[src/hw/spi_xfer_pkg.sv]
// Constants, field layouts and types of the SPI transfer engine
package spi_xfer_pkg;

	// Register byte offsets
	localparam logic [7:0] CTRL_OFS = 8'h00;
	localparam logic [7:0] STAT_OFS = 8'h04;
	localparam logic [7:0] TXD_OFS = 8'h08;
	localparam logic [7:0] RXD_OFS = 8'h0c;
	localparam logic [7:0] BAUD_OFS = 8'h10;
	localparam logic [7:0] DLY_OFS = 8'h14;
	localparam logic [7:0] EN_OFS = 8'h18;

	// Control register bit positions
	localparam int MASTER_BIT = 0;
	localparam int CPOL_BIT = 1;
	localparam int CPHA_BIT = 2;
	localparam int ORDER_BIT = 3;
	localparam int TXDMA_EN_BIT = 4;
	localparam int RXDMA_EN_BIT = 5;
	localparam int RXDMA_IE_BIT = 17;
	localparam int TXDMA_IE_BIT = 18;
	localparam logic [31:0] CTRL_MASK = 32'h0006_003f;

	// Status register bit positions
	localparam int RRDY_BIT = 0;
	localparam int TRDY_BIT = 1;
	localparam int TXIDLE_BIT = 2;
	localparam int RXDMA_DONE_BIT = 8;
	localparam int TXDMA_DONE_BIT = 9;

	// Reset values and fixed figures
	localparam logic [31:0] CTRL_RST = 32'h0000_0000;
	localparam logic [15:0] BAUD_RST = 16'h00ff;
	localparam logic [7:0] DUMMY_BYTE = 8'hff;
	localparam logic [3:0] LAST_HALF = 4'hf;
	localparam logic [2:0] LAST_BIT = 3'h7;

	// Delay lengths, each counted in serial clock periods
	typedef struct packed {
		logic [7:0] stopLength;
		logic [7:0] burstLength;
		logic [7:0] startLength;
	} delay_len_s;
	localparam delay_len_s DLY_RST = 24'h01_01_01;

	// Pin levels as sampled from the outside
	typedef struct packed {
		logic sck;
		logic ssN;
		logic mosi;
		logic miso;
	} pins_s;

	// Master sequencer states
	typedef enum logic [2:0] {
		ST_IDLE = 3'b000,
		ST_START = 3'b001,
		ST_XFER = 3'b010,
		ST_BURST = 3'b011,
		ST_STOP = 3'b100
	} mstate_e;

endpackage

[src/hw/spi_transfer_and_dma_handshake.sv]
// SPI transfer engine with Wishbone registers and DMA handshake
`timescale 1ns/1ps
module spi_transfer_and_dma_handshake
	import spi_xfer_pkg::*;
(
	input wire logic clk,
	input wire logic rst_n,
	input wire logic cyc_i,
	input wire logic stb_i,
	input wire logic we_i,
	input wire logic [7:0] adr_i,
	input wire logic [3:0] sel_i,
	input wire logic [31:0] dat_i,
	output logic [31:0] dat_o,
	output logic ack_o,
	input wire logic sckIn,
	output logic sckOut,
	output logic sckOe,
	input wire logic ssIn_n,
	output logic ssOut_n,
	output logic ssOe,
	input wire logic mosiIn,
	output logic mosiOut,
	output logic mosiOe,
	input wire logic misoIn,
	output logic misoOut,
	output logic misoOe,
	output logic txDmaReq,
	input wire logic txDmaAck,
	input wire logic txDmaDone,
	output logic rxDmaReq,
	input wire logic rxDmaAck,
	input wire logic rxDmaDone,
	output logic dmaIrq
);

	////////////////////////////////////////////////////////////////////////
	// Declarations

	logic [31:0] ctrl_reg;
	logic spi_enable_control_reg;
	delay_len_s spi_delay_lengths_reg;
	logic [15:0] baud_reg;
	logic [7:0] txBuf_reg;
	logic txFull_reg;
	logic [7:0] rxBuf_reg;
	logic rxFull_reg;
	logic [7:0] txShift_reg;
	logic txBit_reg;
	logic [7:0] rxShift_reg;
	logic [2:0] rxBitCnt_reg;
	logic rxDoneFlag_reg;
	logic txDoneFlag_reg;
	logic txArmed_reg;
	logic rxArmed_reg;
	pins_s sync1_reg;
	pins_s sync2_reg;
	logic sckPrev_reg;
	logic ssPrev_reg;
	logic loadPend_reg;
	mstate_e state_reg;
	logic [14:0] divCnt_reg;
	logic [3:0] halfCnt_reg;
	logic [8:0] delayCnt_reg;

	logic access, wrEn, rdEn;
	logic isMaster, cpol, cpha, lsbFirst;
	logic txDmaEn, rxDmaEn;
	logic [14:0] halfLen;
	logic tick, mStart, mEnterByte, mNextHalf, mSample, mShift;
	logic sckEdge, activeEdge, inactiveEdge, selected, ssFall, sShiftEdge;
	logic sSample, sShift, sLoad;
	logic load, shift, sample, sampleIn, byteDone;
	logic [7:0] loadByte;
	logic [7:0] startLen, burstLen, stopLen;
	logic [31:0] baudMerged, dlyMerged;

	// Merge written byte lanes into an old register value
	function automatic logic [31:0] laneMerge(input logic [31:0] old, input logic [31:0] val,
		input logic [3:0] sel);
		logic [31:0] res;
		res = old;
		for (int i = 0; i < 4; i++) begin
			if (sel[i]) begin
				res[i*8 +: 8] = val[i*8 +: 8];
			end
		end
		return res;
	endfunction

	////////////////////////////////////////////////////////////////////////
	// Wishbone slave: one wait state, every address acknowledged

	assign access = cyc_i & stb_i & ~ack_o;
	assign wrEn = access & we_i;
	assign rdEn = access & ~we_i;

	// Ack drops the cycle after it is given
	always_ff @(posedge clk) begin
		if (!rst_n) begin
			ack_o <= 1'b0;
		end else begin
			ack_o <= access;
		end
	end

	// Read data; unmapped offsets read zero
	always_ff @(posedge clk) begin
		if (!rst_n) begin
			dat_o <= 32'h0000_0000;
		end else if (rdEn) begin
			dat_o <= 32'h0000_0000;
			case ({adr_i[7:2], 2'b00})
				CTRL_OFS: dat_o <= ctrl_reg;
				STAT_OFS: begin
					dat_o[RRDY_BIT] <= rxFull_reg;
					dat_o[TRDY_BIT] <= ~txFull_reg;
					dat_o[TXIDLE_BIT] <= (state_reg == ST_IDLE) & ~txFull_reg;
					dat_o[RXDMA_DONE_BIT] <= rxDoneFlag_reg;
					dat_o[TXDMA_DONE_BIT] <= txDoneFlag_reg;
				end
				RXD_OFS: dat_o[7:0] <= rxBuf_reg;
				BAUD_OFS: dat_o[15:0] <= baud_reg;
				DLY_OFS: dat_o[23:0] <= spi_delay_lengths_reg;
				EN_OFS: dat_o[0] <= spi_enable_control_reg;
				default: dat_o <= 32'h0000_0000;
			endcase
		end
	end

	// Merged write values for the narrow registers; a zero baud is caught by the half period floor
	assign baudMerged = laneMerge({16'h0000, baud_reg}, dat_i, sel_i);
	assign dlyMerged = laneMerge({8'h00, spi_delay_lengths_reg}, dat_i, sel_i);

	// Configuration registers
	always_ff @(posedge clk) begin
		if (!rst_n) begin
			ctrl_reg <= CTRL_RST;
			spi_enable_control_reg <= 1'b0;
			spi_delay_lengths_reg <= DLY_RST;
			baud_reg <= BAUD_RST;
		end else if (wrEn) begin
			case ({adr_i[7:2], 2'b00})
				CTRL_OFS: ctrl_reg <= laneMerge(ctrl_reg, dat_i, sel_i) & CTRL_MASK;
				BAUD_OFS: baud_reg <= baudMerged[15:0];
				DLY_OFS: spi_delay_lengths_reg <= dlyMerged[23:0];
				EN_OFS: begin
					if (sel_i[0]) begin
						spi_enable_control_reg <= dat_i[0];
					end
				end
				default: ;
			endcase
		end
	end

	assign isMaster = ctrl_reg[MASTER_BIT];
	assign cpol = ctrl_reg[CPOL_BIT];
	assign cpha = ctrl_reg[CPHA_BIT];
	assign lsbFirst = ctrl_reg[ORDER_BIT];
	assign txDmaEn = ctrl_reg[TXDMA_EN_BIT];
	assign rxDmaEn = ctrl_reg[RXDMA_EN_BIT];

	////////////////////////////////////////////////////////////////////////
	// Pin synchronisers: two flops before any logic looks

	always_ff @(posedge clk) begin
		if (!rst_n) begin
			sync1_reg <= 4'b0100;
			sync2_reg <= 4'b0100;
			sckPrev_reg <= 1'b0;
			ssPrev_reg <= 1'b1;
		end else begin
			sync1_reg <= {sckIn, ssIn_n, mosiIn, misoIn};
			sync2_reg <= sync1_reg;
			sckPrev_reg <= sync2_reg.sck;
			ssPrev_reg <= sync2_reg.ssN;
		end
	end

	////////////////////////////////////////////////////////////////////////
	// Shared clock generator: half period ticks

	// Baud = clk / BR, an odd BR rounded down to even; BR below two is outside the legal range
	assign halfLen = (baud_reg[15:1] == 15'h0000) ? 15'h0001 : baud_reg[15:1];
	assign tick = (state_reg != ST_IDLE) && (divCnt_reg == 15'h0000);

	always_ff @(posedge clk) begin
		if (!rst_n) begin
			divCnt_reg <= 15'h0000;
		end else if (state_reg == ST_IDLE || tick) begin
			divCnt_reg <= halfLen - 15'h0001;
		end else begin
			divCnt_reg <= divCnt_reg - 15'h0001;
		end
	end

	////////////////////////////////////////////////////////////////////////
	// Master sequencer

	// A zero length would wrap the delay count to 511, so it counts as one
	assign startLen = (spi_delay_lengths_reg.startLength == 8'h00) ? 8'h01 :
		spi_delay_lengths_reg.startLength;
	assign burstLen = (spi_delay_lengths_reg.burstLength == 8'h00) ? 8'h01 :
		spi_delay_lengths_reg.burstLength;
	assign stopLen = (spi_delay_lengths_reg.stopLength == 8'h00) ? 8'h01 :
		spi_delay_lengths_reg.stopLength;

	// Own select input is ignored as master; the system keeps it high
	assign mStart = (state_reg == ST_IDLE) & spi_enable_control_reg & isMaster & txFull_reg;
	assign mEnterByte = tick & (state_reg == ST_START || state_reg == ST_BURST) & (delayCnt_reg == 9'h000);
	assign mNextHalf = tick & (state_reg == ST_XFER) & (halfCnt_reg != LAST_HALF);
	assign mSample = mNextHalf & ~halfCnt_reg[0];
	assign mShift = mNextHalf & halfCnt_reg[0];

	always_ff @(posedge clk) begin
		if (!rst_n) begin
			state_reg <= ST_IDLE;
			halfCnt_reg <= 4'h0;
			delayCnt_reg <= 9'h000;
		end else if (!spi_enable_control_reg || !isMaster) begin
			state_reg <= ST_IDLE;
		end else begin
			case (state_reg)
				ST_IDLE: begin
					if (mStart) begin
						state_reg <= ST_START;
						delayCnt_reg <= {startLen, 1'b0} - 9'h001;
					end
				end
				ST_START, ST_BURST: begin
					if (mEnterByte) begin
						state_reg <= ST_XFER;
						halfCnt_reg <= 4'h0;
					end else if (tick) begin
						delayCnt_reg <= delayCnt_reg - 9'h001;
					end
				end
				ST_XFER: begin
					if (tick) begin
						if (halfCnt_reg != LAST_HALF) begin
							halfCnt_reg <= halfCnt_reg + 4'h1;
						end else if (txFull_reg) begin
							state_reg <= ST_BURST;
							delayCnt_reg <= {burstLen, 1'b0} - 9'h001;
						end else begin
							state_reg <= ST_STOP;
							delayCnt_reg <= {stopLen, 1'b0} - 9'h001;
						end
					end
				end
				ST_STOP: begin
					if (tick) begin
						if (delayCnt_reg == 9'h000) begin
							state_reg <= ST_IDLE;
						end else begin
							delayCnt_reg <= delayCnt_reg - 9'h001;
						end
					end
				end
				default: state_reg <= ST_IDLE;
			endcase
		end
	end

	// Master pins; clock level follows the half period and polarity
	always_ff @(posedge clk) begin
		if (!rst_n) begin
			sckOut <= 1'b0;
			ssOut_n <= 1'b1;
			sckOe <= 1'b0;
			ssOe <= 1'b0;
			mosiOe <= 1'b0;
		end else begin
			sckOe <= spi_enable_control_reg & isMaster;
			ssOe <= spi_enable_control_reg & isMaster;
			mosiOe <= spi_enable_control_reg & isMaster;
			ssOut_n <= ~(mStart | (state_reg != ST_IDLE && !(state_reg == ST_STOP && tick &&
				delayCnt_reg == 9'h000)));
			if (mEnterByte) begin
				sckOut <= cpol ^ cpha;
			end else if (mNextHalf) begin
				sckOut <= ~sckOut;
			end else if (state_reg != ST_XFER || tick) begin
				sckOut <= cpol;
			end
		end
	end

	////////////////////////////////////////////////////////////////////////
	// Slave edge decoding from the sampled clock and select

	assign sckEdge = sync2_reg.sck != sckPrev_reg;
	assign activeEdge = sckEdge & (sync2_reg.sck != cpol);
	assign inactiveEdge = sckEdge & (sync2_reg.sck == cpol);
	assign selected = spi_enable_control_reg & ~isMaster & ~sync2_reg.ssN;
	assign ssFall = ssPrev_reg & ~sync2_reg.ssN & spi_enable_control_reg & ~isMaster;
	assign sSample = selected & (cpha ? inactiveEdge : activeEdge);
	assign sShiftEdge = selected & (cpha ? activeEdge : inactiveEdge);
	assign sLoad = (ssFall & ~cpha) | (sShiftEdge & loadPend_reg);
	assign sShift = sShiftEdge & ~loadPend_reg;

	// Load waits for the shift edge after a finished byte; phase zero loads at the select edge itself, a phase-one select pends no load
	always_ff @(posedge clk) begin
		if (!rst_n) begin
			loadPend_reg <= 1'b0;
		end else if (!selected) begin
			loadPend_reg <= ssFall & cpha;
		end else if (sLoad) begin
			loadPend_reg <= 1'b0;
		end else if (byteDone) begin
			loadPend_reg <= 1'b1;
		end
	end

	always_ff @(posedge clk) begin
		if (!rst_n) begin
			misoOe <= 1'b0;
		end else begin
			misoOe <= selected;
		end
	end

	////////////////////////////////////////////////////////////////////////
	// Transmit path: holding buffer plus shifter

	assign load = mEnterByte | sLoad;
	assign shift = mShift | sShift;
	// Empty buffer at load time sends filler, e.g. a slave's first DMA byte
	assign loadByte = txFull_reg ? txBuf_reg : DUMMY_BYTE;

	// Write after load keeps the buffer full with the new byte
	always_ff @(posedge clk) begin
		if (!rst_n) begin
			txBuf_reg <= 8'h00;
			txFull_reg <= 1'b0;
		end else begin
			if (load) begin
				txFull_reg <= 1'b0;
			end
			if (wrEn && {adr_i[7:2], 2'b00} == TXD_OFS && sel_i[0]) begin
				txBuf_reg <= dat_i[7:0];
				txFull_reg <= 1'b1;
			end
		end
	end

	always_ff @(posedge clk) begin
		if (!rst_n) begin
			txShift_reg <= 8'h00;
			txBit_reg <= 1'b0;
		end else if (load) begin
			txShift_reg <= loadByte;
			txBit_reg <= lsbFirst ? loadByte[0] : loadByte[7];
		end else if (shift) begin
			txShift_reg <= lsbFirst ? (txShift_reg >> 1) : (txShift_reg << 1);
			txBit_reg <= lsbFirst ? txShift_reg[1] : txShift_reg[6];
		end
	end

	assign mosiOut = txBit_reg;
	assign misoOut = txBit_reg;

	////////////////////////////////////////////////////////////////////////
	// Receive path: shifter plus holding buffer

	assign sample = mSample | sSample;
	assign sampleIn = isMaster ? sync2_reg.miso : sync2_reg.mosi;
	assign byteDone = sample & (rxBitCnt_reg == LAST_BIT);

	always_ff @(posedge clk) begin
		if (!rst_n) begin
			rxShift_reg <= 8'h00;
			rxBitCnt_reg <= 3'h0;
		end else if (load) begin
			rxBitCnt_reg <= 3'h0;
		end else if (sample) begin
			rxShift_reg <= lsbFirst ? {sampleIn, rxShift_reg[7:1]} : {rxShift_reg[6:0], sampleIn};
			rxBitCnt_reg <= rxBitCnt_reg + 3'h1;
		end
	end

	// New byte wins over a read in the same cycle
	always_ff @(posedge clk) begin
		if (!rst_n) begin
			rxBuf_reg <= 8'h00;
			rxFull_reg <= 1'b0;
		end else begin
			if (rdEn && {adr_i[7:2], 2'b00} == RXD_OFS) begin
				rxFull_reg <= 1'b0;
			end
			if (byteDone) begin
				rxBuf_reg <= lsbFirst ? {sampleIn, rxShift_reg[7:1]} : {rxShift_reg[6:0], sampleIn};
				rxFull_reg <= 1'b1;
			end
		end
	end

	////////////////////////////////////////////////////////////////////////
	// DMA handshake, one independent channel per direction

	// Rearm only after the buffer changes state, so one request per byte
	always_ff @(posedge clk) begin
		if (!rst_n) begin
			txDmaReq <= 1'b0;
			txArmed_reg <= 1'b1;
		end else if (!txDmaEn) begin
			txDmaReq <= 1'b0;
			txArmed_reg <= 1'b1;
		end else if (txDmaReq) begin
			if (txDmaAck) begin
				txDmaReq <= 1'b0;
				txArmed_reg <= 1'b0;
			end
		end else if (txFull_reg) begin
			txArmed_reg <= 1'b1;
		end else if (txArmed_reg) begin
			txDmaReq <= 1'b1;
		end
	end

	always_ff @(posedge clk) begin
		if (!rst_n) begin
			rxDmaReq <= 1'b0;
			rxArmed_reg <= 1'b1;
		end else if (!rxDmaEn) begin
			rxDmaReq <= 1'b0;
			rxArmed_reg <= 1'b1;
		end else if (rxDmaReq) begin
			if (rxDmaAck) begin
				rxDmaReq <= 1'b0;
				rxArmed_reg <= 1'b0;
			end
		end else if (!rxFull_reg) begin
			rxArmed_reg <= 1'b1;
		end else if (rxArmed_reg) begin
			rxDmaReq <= 1'b1;
		end
	end

	// Done flags: zero while disabled, write one clears, set wins
	always_ff @(posedge clk) begin
		if (!rst_n) begin
			rxDoneFlag_reg <= 1'b0;
			txDoneFlag_reg <= 1'b0;
		end else begin
			if (wrEn && {adr_i[7:2], 2'b00} == STAT_OFS && sel_i[1]) begin
				if (dat_i[RXDMA_DONE_BIT]) begin
					rxDoneFlag_reg <= 1'b0;
				end
				if (dat_i[TXDMA_DONE_BIT]) begin
					txDoneFlag_reg <= 1'b0;
				end
			end
			if (!rxDmaEn) begin
				rxDoneFlag_reg <= 1'b0;
			end else if (rxDmaDone) begin
				rxDoneFlag_reg <= 1'b1;
			end
			if (!txDmaEn) begin
				txDoneFlag_reg <= 1'b0;
			end else if (txDmaDone) begin
				txDoneFlag_reg <= 1'b1;
			end
		end
	end

	// Done interrupt gated by the two enables
	always_ff @(posedge clk) begin
		if (!rst_n) begin
			dmaIrq <= 1'b0;
		end else begin
			dmaIrq <= (rxDoneFlag_reg & ctrl_reg[RXDMA_IE_BIT]) |
				(txDoneFlag_reg & ctrl_reg[TXDMA_IE_BIT]);
		end
	end

endmodule

[config.mk]
export PLATFORM = sky130hd
export DESIGN_NAME = spi_transfer_and_dma_handshake
export DESIGN_NICKNAME = d
export VERILOG_FILES = /design/src/hw/spi_xfer_pkg.sv /design/src/hw/spi_transfer_and_dma_handshake.sv
export SDC_FILE = /design/constraint.sdc
export NUM_CORES = 1
export LEC_CHECK = 0
export BUFFER_PORTS_ARGS = -buffer_cell sky130_fd_sc_hd__buf_2
export CORE_ASPECT_RATIO = 0.8
export CORE_UTILIZATION = 53
export CTS_CLUSTER_SIZE = 20
export DETAILED_ROUTE_END_ITERATION = 10
export PLACE_DENSITY = 0.83
export SLEW_MARGIN = 20
export SYNTH_ARGS = -nofsm -noshare
export SYNTH_HDL_FRONTEND = slang
export SYNTH_SLANG_ARGS = --single-unit
[constraint.sdc]
create_clock -name clk -period 9.9 [get_ports clk]
set_clock_uncertainty 0.15 [all_clocks]
set_input_delay 1.485 -clock clk [delete_from_list [all_inputs] [get_ports clk]]
set_output_delay 1.485 -clock clk [all_outputs]
set_load 0.02 [all_outputs]
==> metrics, run 1 <==
outcome=finished, final reports clean; syn_area_per_cell=8.533 um^2; WL/cell=16.98 um; clock share of power=48.9%; max_slew headroom=21.61%; Die Y=112.8 um; worst path required time=10.05 ns; VDD IR max=0.1149 mV; Antenna Cells=0; CTS Hold Buffers Added=0; Mapped Area=8132 um^2; remaining antenna violation count=0; fmax=0.2483 GHz; postcts setup bufs=0; period utilisation layout=40.67%; drt via density=6.049; yosys warns=0; Synth Area in Adders=1.385%; nature of the critical path startpoint=input pin; P&R area growth vs syn=12.68%; number of H-tree levels=4; Logic pwr share=3.8%; post-synthesis simple-gate area fraction=24.34%; Setup CP Type=input pin to flop; Initial Util=54.16%; Yosys cell types=67; Internal Pwr Total=1.100 mW; first-pass GRT wire length=33660 um; routability cong.=0.9272; measured slew at the worst slew-check pin=1.166 ns; Max-Cap Viols=0; R2R depth=11; Reg power frac=47.3%; power density cells=155.1 nW/um^2; WHS=0.2554 ns; Starting DRT DRC Count=710; final setup fails=0; Worst Hold Class=flop to flop; worst skew pair latency=0.43 ns; IO Count=101; number of synthesized register bits=165; Compound-Gate Fraction of Synth Area=14.60%; fin util=61.03%; chip width=140.5 um; die area=15850 um^2; main combinational cell family by area after synthesis=simple AND/OR/NAND/NOR gates; Post-synth top flop=dfxtp_1; kind of end point of the critical path=flop; Worst Path Arrival=4.17 ns; Synth top area share=40.62%; crit-path max FO=18; P_leak=3.524 nW; Clock Pin Slew Worst Setup and Hold Paths=0.06 ns; first-pass iteration count of the detailed router=7; EDFF count, synth=0; Post-Synthesis Cells=953; Filler Cell Count=1257; CTS Buf Count=17; initial antenna violation count=0; CTS tree=yes; post-synthesis mux area share=10.71%; Clock Tree Buf Depth=2; layout cell share with drive strength beyond 1=15.50%; post-CTS resize count=0; HPWL after DPL=14170 um; final hold viol count=0; Core Footprint=15010 um^2; Post-Synth XOR/XNOR Area=3.878%; Hold Path Cell Cnt=1; sw power=0.3211 mW; Net Sw Frac=22.59%; largest net degree at the start of global routing=62; Async SR Flop Fraction=0%; RSZ-0062 raised after global routing=no; clk sink count=165; # DRC=0; Total GRT Usage=26.73%; TNS Setup=0 ns; vias in the first global route=6766; final slew viol count=0; Seq/Total Area, Yosys=40.62%; sequential standard cell area=3303 um^2; top post-synthesis cells by area=dfxtp_1, mux2i_1, nor2_1, nand2_1, a211oi_1; Layout Nets=1066; Final min period=4.027 ns; I/O Buffers=81; largest area contributor in the netlist=dfxtp_1; Root Driver=clkbuf_16; Vias=7271; area occupied by multi-input gates=4501 um^2; gr ovfl total=0; # rows=40; final WL=20410 um
power by group through the flow:
| stage | logic [mW] | clock network [mW] | registers, mW |
|---|---|---|---|
| final | 0.0540 | 0.695 | 0.672 |
| after global routing | 0.0583 | 0.728 | 0.673 |
| after CTS | 0.0532 | 0.702 | 0.672 |
| after detailed placement | 0.0530 | 0 | 0.687 |
| after global placement | 0.0524 | 0 | 0.687 |
| after floorplan | 0.0320 | 0 | 0.688 |
path summary, 6_finish.rpt:
kind / to / slack [ns] / start
max: spi_delay_lengths_reg[17]$_SDFFE_PN0P_ / 5.87 / adr_i[5]
min: sync2_reg[2]$_SDFF_PN1_ / 0.26 / sync1_reg[2]$_SDFF_PN1_
max reg2reg: divCnt_reg[14]$_SDFF_PN0_ / 6.01 / state_reg[0]$_SDFFE_PP0P_
min reg2reg: sync2_reg[2]$_SDFF_PN1_ / 0.26 / sync1_reg[2]$_SDFF_PN1_
per-stage QoR:
stage               cell area [um^2]  worst slack (ns)  power (mW)  cells
floorplan                       8158             6.484      0.7202    960
global placement                8536             5.621      0.7395   1170
detailed placement              8536             5.542      0.7400   1170
CTS                             9163             6.003       1.428   1202
global route                    9163             5.748       1.459   1202
finish                          9163             5.873       1.421   1202
critical path, cell delays in order:
cell and delay [ns]:
buf_2 0.11, nor3_1 0.50, and3b_1 0.72, and2_1 0.49
and3_1 0.53, mux2i_1 0.27, nor2_1 0.06
synthesized netlist by cell type (all sizes together) (6+ instances only):
master	n
buf	21
inv	15
a22oi	7
nor3	44
and3	6
xnor2	17
ha	9
or4	9
nor3b	11
nand3	38
xor2	19
a21oi	38
and2	12
nor2	145
mux2i	69
o31ai	15
nand2b	6
nor4	12
nor2b	14
dfxtp	165
a211oi	34
a222oi	6
nand2	86
mux2	16
or3	9
clkbuf	43
o21ai	25
kinds of logic (layout without fill, tap and decap cells):
group                    after synthesis  count (layout)
AO/OA/AOI/OAI                        168             168
buffers and inverters                 80             133
multiplexers                          85              85
adder cells (fa/ha/maj)                9               9
other                                  1               8
flip-flops                           165             165
XOR/XNOR                              36              36
AND/OR/NAND/NOR                      409             409
placed cells by master (no fill, tap or decap), drive strengths merged, types with 5 or more instances in the layout:
cell type    n
nand3       38
nor3        44
xnor2       17
a22oi        7
o21ai       25
a21oi       38
a211oi      34
nor3b       11
xor2        19
a311oi       5
buf         85
ha           9
and3         6
clkbuf      19
nor2b       14
a221oi       5
nor4        12
nor2       145
conb         8
o22ai        5
nand2       86
nand2b       6
dfxtp      165
or4          9
inv         18
a222oi       6
clkinv       7
and2        12
mux2i       69
o31ai       15
mux2        16
or3          9
area by class of cell:
cell class / instances / share of cell area [%]
clock buffers: 19 / 4.943
multi-input cells: 715 / 49.12
clock inverters: 13 / 1.898
repair buffers: 85 / 4.752
flip-flops and latches: 165 / 36.05
inverters: 16 / 0.6555
well taps: 189 / 2.581
layer usage:
layer	routed length (um)	part of all wire [%]	up-vias	GRT usage, %
met5	0	0	-	0
met4	382	1.9	0	8.841
met3	1760	8.6	38	6.433
met2	8996	44	318	41.60
met1	9268	45	3423	36.50
li1	-	-	3492	-
No activity file was read; power rests on OpenSTA's default activity.
==> run 2, diff against run 1 <==
--- a/config.mk
+++ b/config.mk
@@ -5,6 +5,7 @@
 export SDC_FILE = /design/constraint.sdc
 export NUM_CORES = 1
 export LEC_CHECK = 0
+export ABC_AREA = 1
 export BUFFER_PORTS_ARGS = -buffer_cell sky130_fd_sc_hd__buf_2
 export CORE_ASPECT_RATIO = 0.8
 export CORE_UTILIZATION = 53
==> constraint.sdc (replaced) <==
create_clock -name clk -period 4.1 [get_ports clk]
set_clock_uncertainty 0.15 [all_clocks]
set_input_delay 0.615 -clock clk [delete_from_list [all_inputs] [get_ports clk]]
set_output_delay 0.615 -clock clk [all_outputs]
set_load 0.02 [all_outputs]
==> metrics, run 2 <==
Worst Hold Class=input pin to flop; GRT busiest layer=met2; Clock Tree Buf Depth=2 (unchanged); I/O Buffers=81 (unchanged); number of H-tree levels=4 (unchanged); RSZ-0062 raised after global routing=no; worst path required time=4.27 ns (-5.78 ns); TNS Setup=0 ns (unchanged); first-pass iteration count of the detailed router=6 (-1); top post-synthesis cells by area=dfxtp_1, nand2_1, inv_1, o21ai_0, a21oi_1; measured slew at the worst slew-check pin=0.9844 ns (-0.1815 ns); Post-Synth XOR/XNOR Area=1.393% (-2.5 points); largest net degree at the start of global routing=92 (+48%); Worst Path Arrival=2.97 ns (-1.20 ns); final hold viol count=0 (unchanged); drt via density=5.566 (-8.0%); max_slew headroom=34.13% (+13 points); Setup CP Type=flop to flop; number of synthesized register bits=165 (unchanged); CTS Buf Count=17 (unchanged); commonest cells after routing, fill and taps aside=nand2_1, dfxtp_1, inv_1, nor2_1, o21ai_0; reg-to-reg setup timing slack=1.30 ns (-4.71 ns); Root Driver=clkbuf_16; main combinational cell family by area after synthesis=simple AND/OR/NAND/NOR gates; power density cells=355.2 nW/um^2 (+130%); initial antenna violation count=0 (unchanged); CTS tree=yes; outcome=finished, final reports clean; WL/cell=14.99 um (-12%); Critical path origin=txFull_reg$_SDFFE_PN0P_; remaining antenna violation count=0 (unchanged); worst skew pair latency=0.43 ns (about the same); P_leak=4.047 nW (+15%); Seq/Total Area, Yosys=40.42% (-0.20 points); Starting DRT DRC Count=1012 (+43%); Layout Nets=1312 (+23%); syn_area_per_cell=6.890 um^2 (-19%); nature of the critical path startpoint=flop; post-CTS resize count=0 (unchanged); P&R area growth vs syn=12.00%; Post-synth top cells=nand2_1, dfxtp_1, inv_1; crit-path max FO=18 (unchanged); kind of end point of the critical path=flop; chip width=140.8 um (+0.24%); Die Y=113.1 um (+0.24%); fmax=0.3570 GHz; Mapped Area=8172 um^2 (+0.49%); grt met2 use=43.45% (+1.8 points); clk sink count=165 (unchanged); Total GRT Usage=28.24% (+1.5 points); final slew viol count=0 (unchanged); # DRC=0 (unchanged); post-synthesis mux area share=0.1225% (-11 points); hold_sp=sckIn; Yosys cell types=45 (-33%); layout cell share with drive strength beyond 1=13.19% (-2.3 points); M1 GR Usage=39.64% (+3.1 points); IO Count=101 (unchanged); final setup margin=1.299 ns (-4.575 ns); Core Footprint=15010 um^2 (unchanged); period utilisation layout=68.33%; gr ovfl total=0 (unchanged); pre-CTS WS=1.419 ns (-4.123 ns); Max-Cap Viols=0 (unchanged); met3 Use GR=6.517% (+0.085 points); final WL=21710 um (+6.4%); postcts setup bufs=0 (unchanged); Compound-Gate Fraction of Synth Area=18.02% (+3.4 points); most common cell after layout, fill and taps aside=nand2_1; Antenna Cells=0 (unchanged); Post-synth top flop=dfxtp_1; Initial Util=54.42% (+0.27 points); largest area contributor in the netlist=dfxtp_1; Async SR Flop Fraction=0% (unchanged); HPWL after DPL=15480 um (+9.3%); yosys warns=0 (unchanged); Vias=8059 (+11%); post-synthesis simple-gate area fraction=28.34% (+4.0 points); count leader, synth=nand2_1; Final min period=2.801 ns; first-pass GRT wire length=35690 um (+6.0%); EDFF count, synth=0 (unchanged); routability cong.=0.8927 (-3.7%); worst r2r src=txFull_reg$_SDFFE_PN0P_; fin util=60.96% (-0.067 points); die area=15920 um^2 (+0.48%); # rows=40 (unchanged); Synth top area share=40.42% (-0.20 points); Clock Pin Slew Worst Setup and Hold Paths=0.07 ns (about the same); Synth Area in Adders=1.378% (-0.0068 points); CTS Hold Buffers Added=0 (unchanged); Post-Synthesis Cells=1186 (+24%); VDD IR max=0.3028 mV (+160%); final setup fails=0 (unchanged); vias in the first global route=7229 (+6.8%)
==> run 2: changes by cell type after synthesis, moves of 16 or more <==
| cell | delta |
|---|---|
| nand2_1 | +184 |
| inv_1 | +125 |
| o21ai_0 | +82 |
| mux2i_1 | -68 |
| a21oi_1 | +66 |
| nand3_1 | +45 |
| nor3_1 | -35 |
| nor2_1 | -29 |
| a211oi_1 | -27 |
| clkbuf_1 | -21 |
| mux2_2 | -16 |
==> run 2: area by class of cell <==
class | count | area [um^2]
fillers | 1361 | 5862
flip-flops and latches | 165 | 3303
clock buffers | 21 | 470.5
well taps | 189 | 236.5
multi-input cells | 829 | 4055
inverters | 146 | 548.0
clock inverters | 11 | 88.84
repair buffers | 87 | 450.4
==> run 2: worst max-delay path, stage by stage, from the launching register on <==
cell,delay (ns)
dfxtp_1,0.60
inv_1,0.44
o21ai_0,0.41
nand2_1,0.08
inv_1,0.09
nand2_1,0.09
nor2_4,0.31
inv_1,0.19
a21oi_1,0.22
a21oi_1,0.10
==> run 2: worst paths after layout <==
kind,end,cells past startpoint
worst max register to register,delayCnt_reg[6]$_SDFFE_PN0P_,9
worst min-delay path,sync1_reg[3]$_SDFF_PN0_,3
worst max-delay path,delayCnt_reg[6]$_SDFFE_PN0P_,9
worst min register to register,sync2_reg[1]$_SDFF_PN0_,2
==> run 2: through the flow <==
step / instances / hold slack (ns) / instance area (um^2) / power [mW]
6_report: 1448 / 0.2079 / 9153 / 3.251
5_1_grt: 1448 / 0.2119 / 9153 / 3.341
4_1_cts: 1448 / 0.2038 / 9153 / 3.252
3_5_place_dp: 1416 / 0.2534 / 8593 / 1.761
3_3_place_gp: 1416 / 0.2438 / 8593 / 1.759
2_1_floorplan: 1193 / 0.2405 / 8198 / 1.720
==> run 2: logic make-up (layout without fill, tap and decap cells) <==
family,after synthesis,after routing
multiplexers,1,1
other,1,8
adder cells (fa/ha/maj),9,9
buffers and inverters,199,265
AND/OR/NAND/NOR,531,531
XOR/XNOR,13,13
AO/OA/AOI/OAI,267,267
flip-flops,165,165
==> run 2: power by group <==
part	internal [mW]	leakage, nW	total [mW]	switching, mW
Sequential	1.61	1.33	1.62	0.00483
Clock	0.834	0.273	1.52	0.689
Combinational	0.0336	2.44	0.111	0.0774
Total	2.48	4.05	3.25	0.772
==> run 2: metal layers <==
layer,share of wire [%],vias up
met5,0,-
met4,1.2,0
met3,8.9,29
met2,44,398
met1,46,3656
li1,-,3976
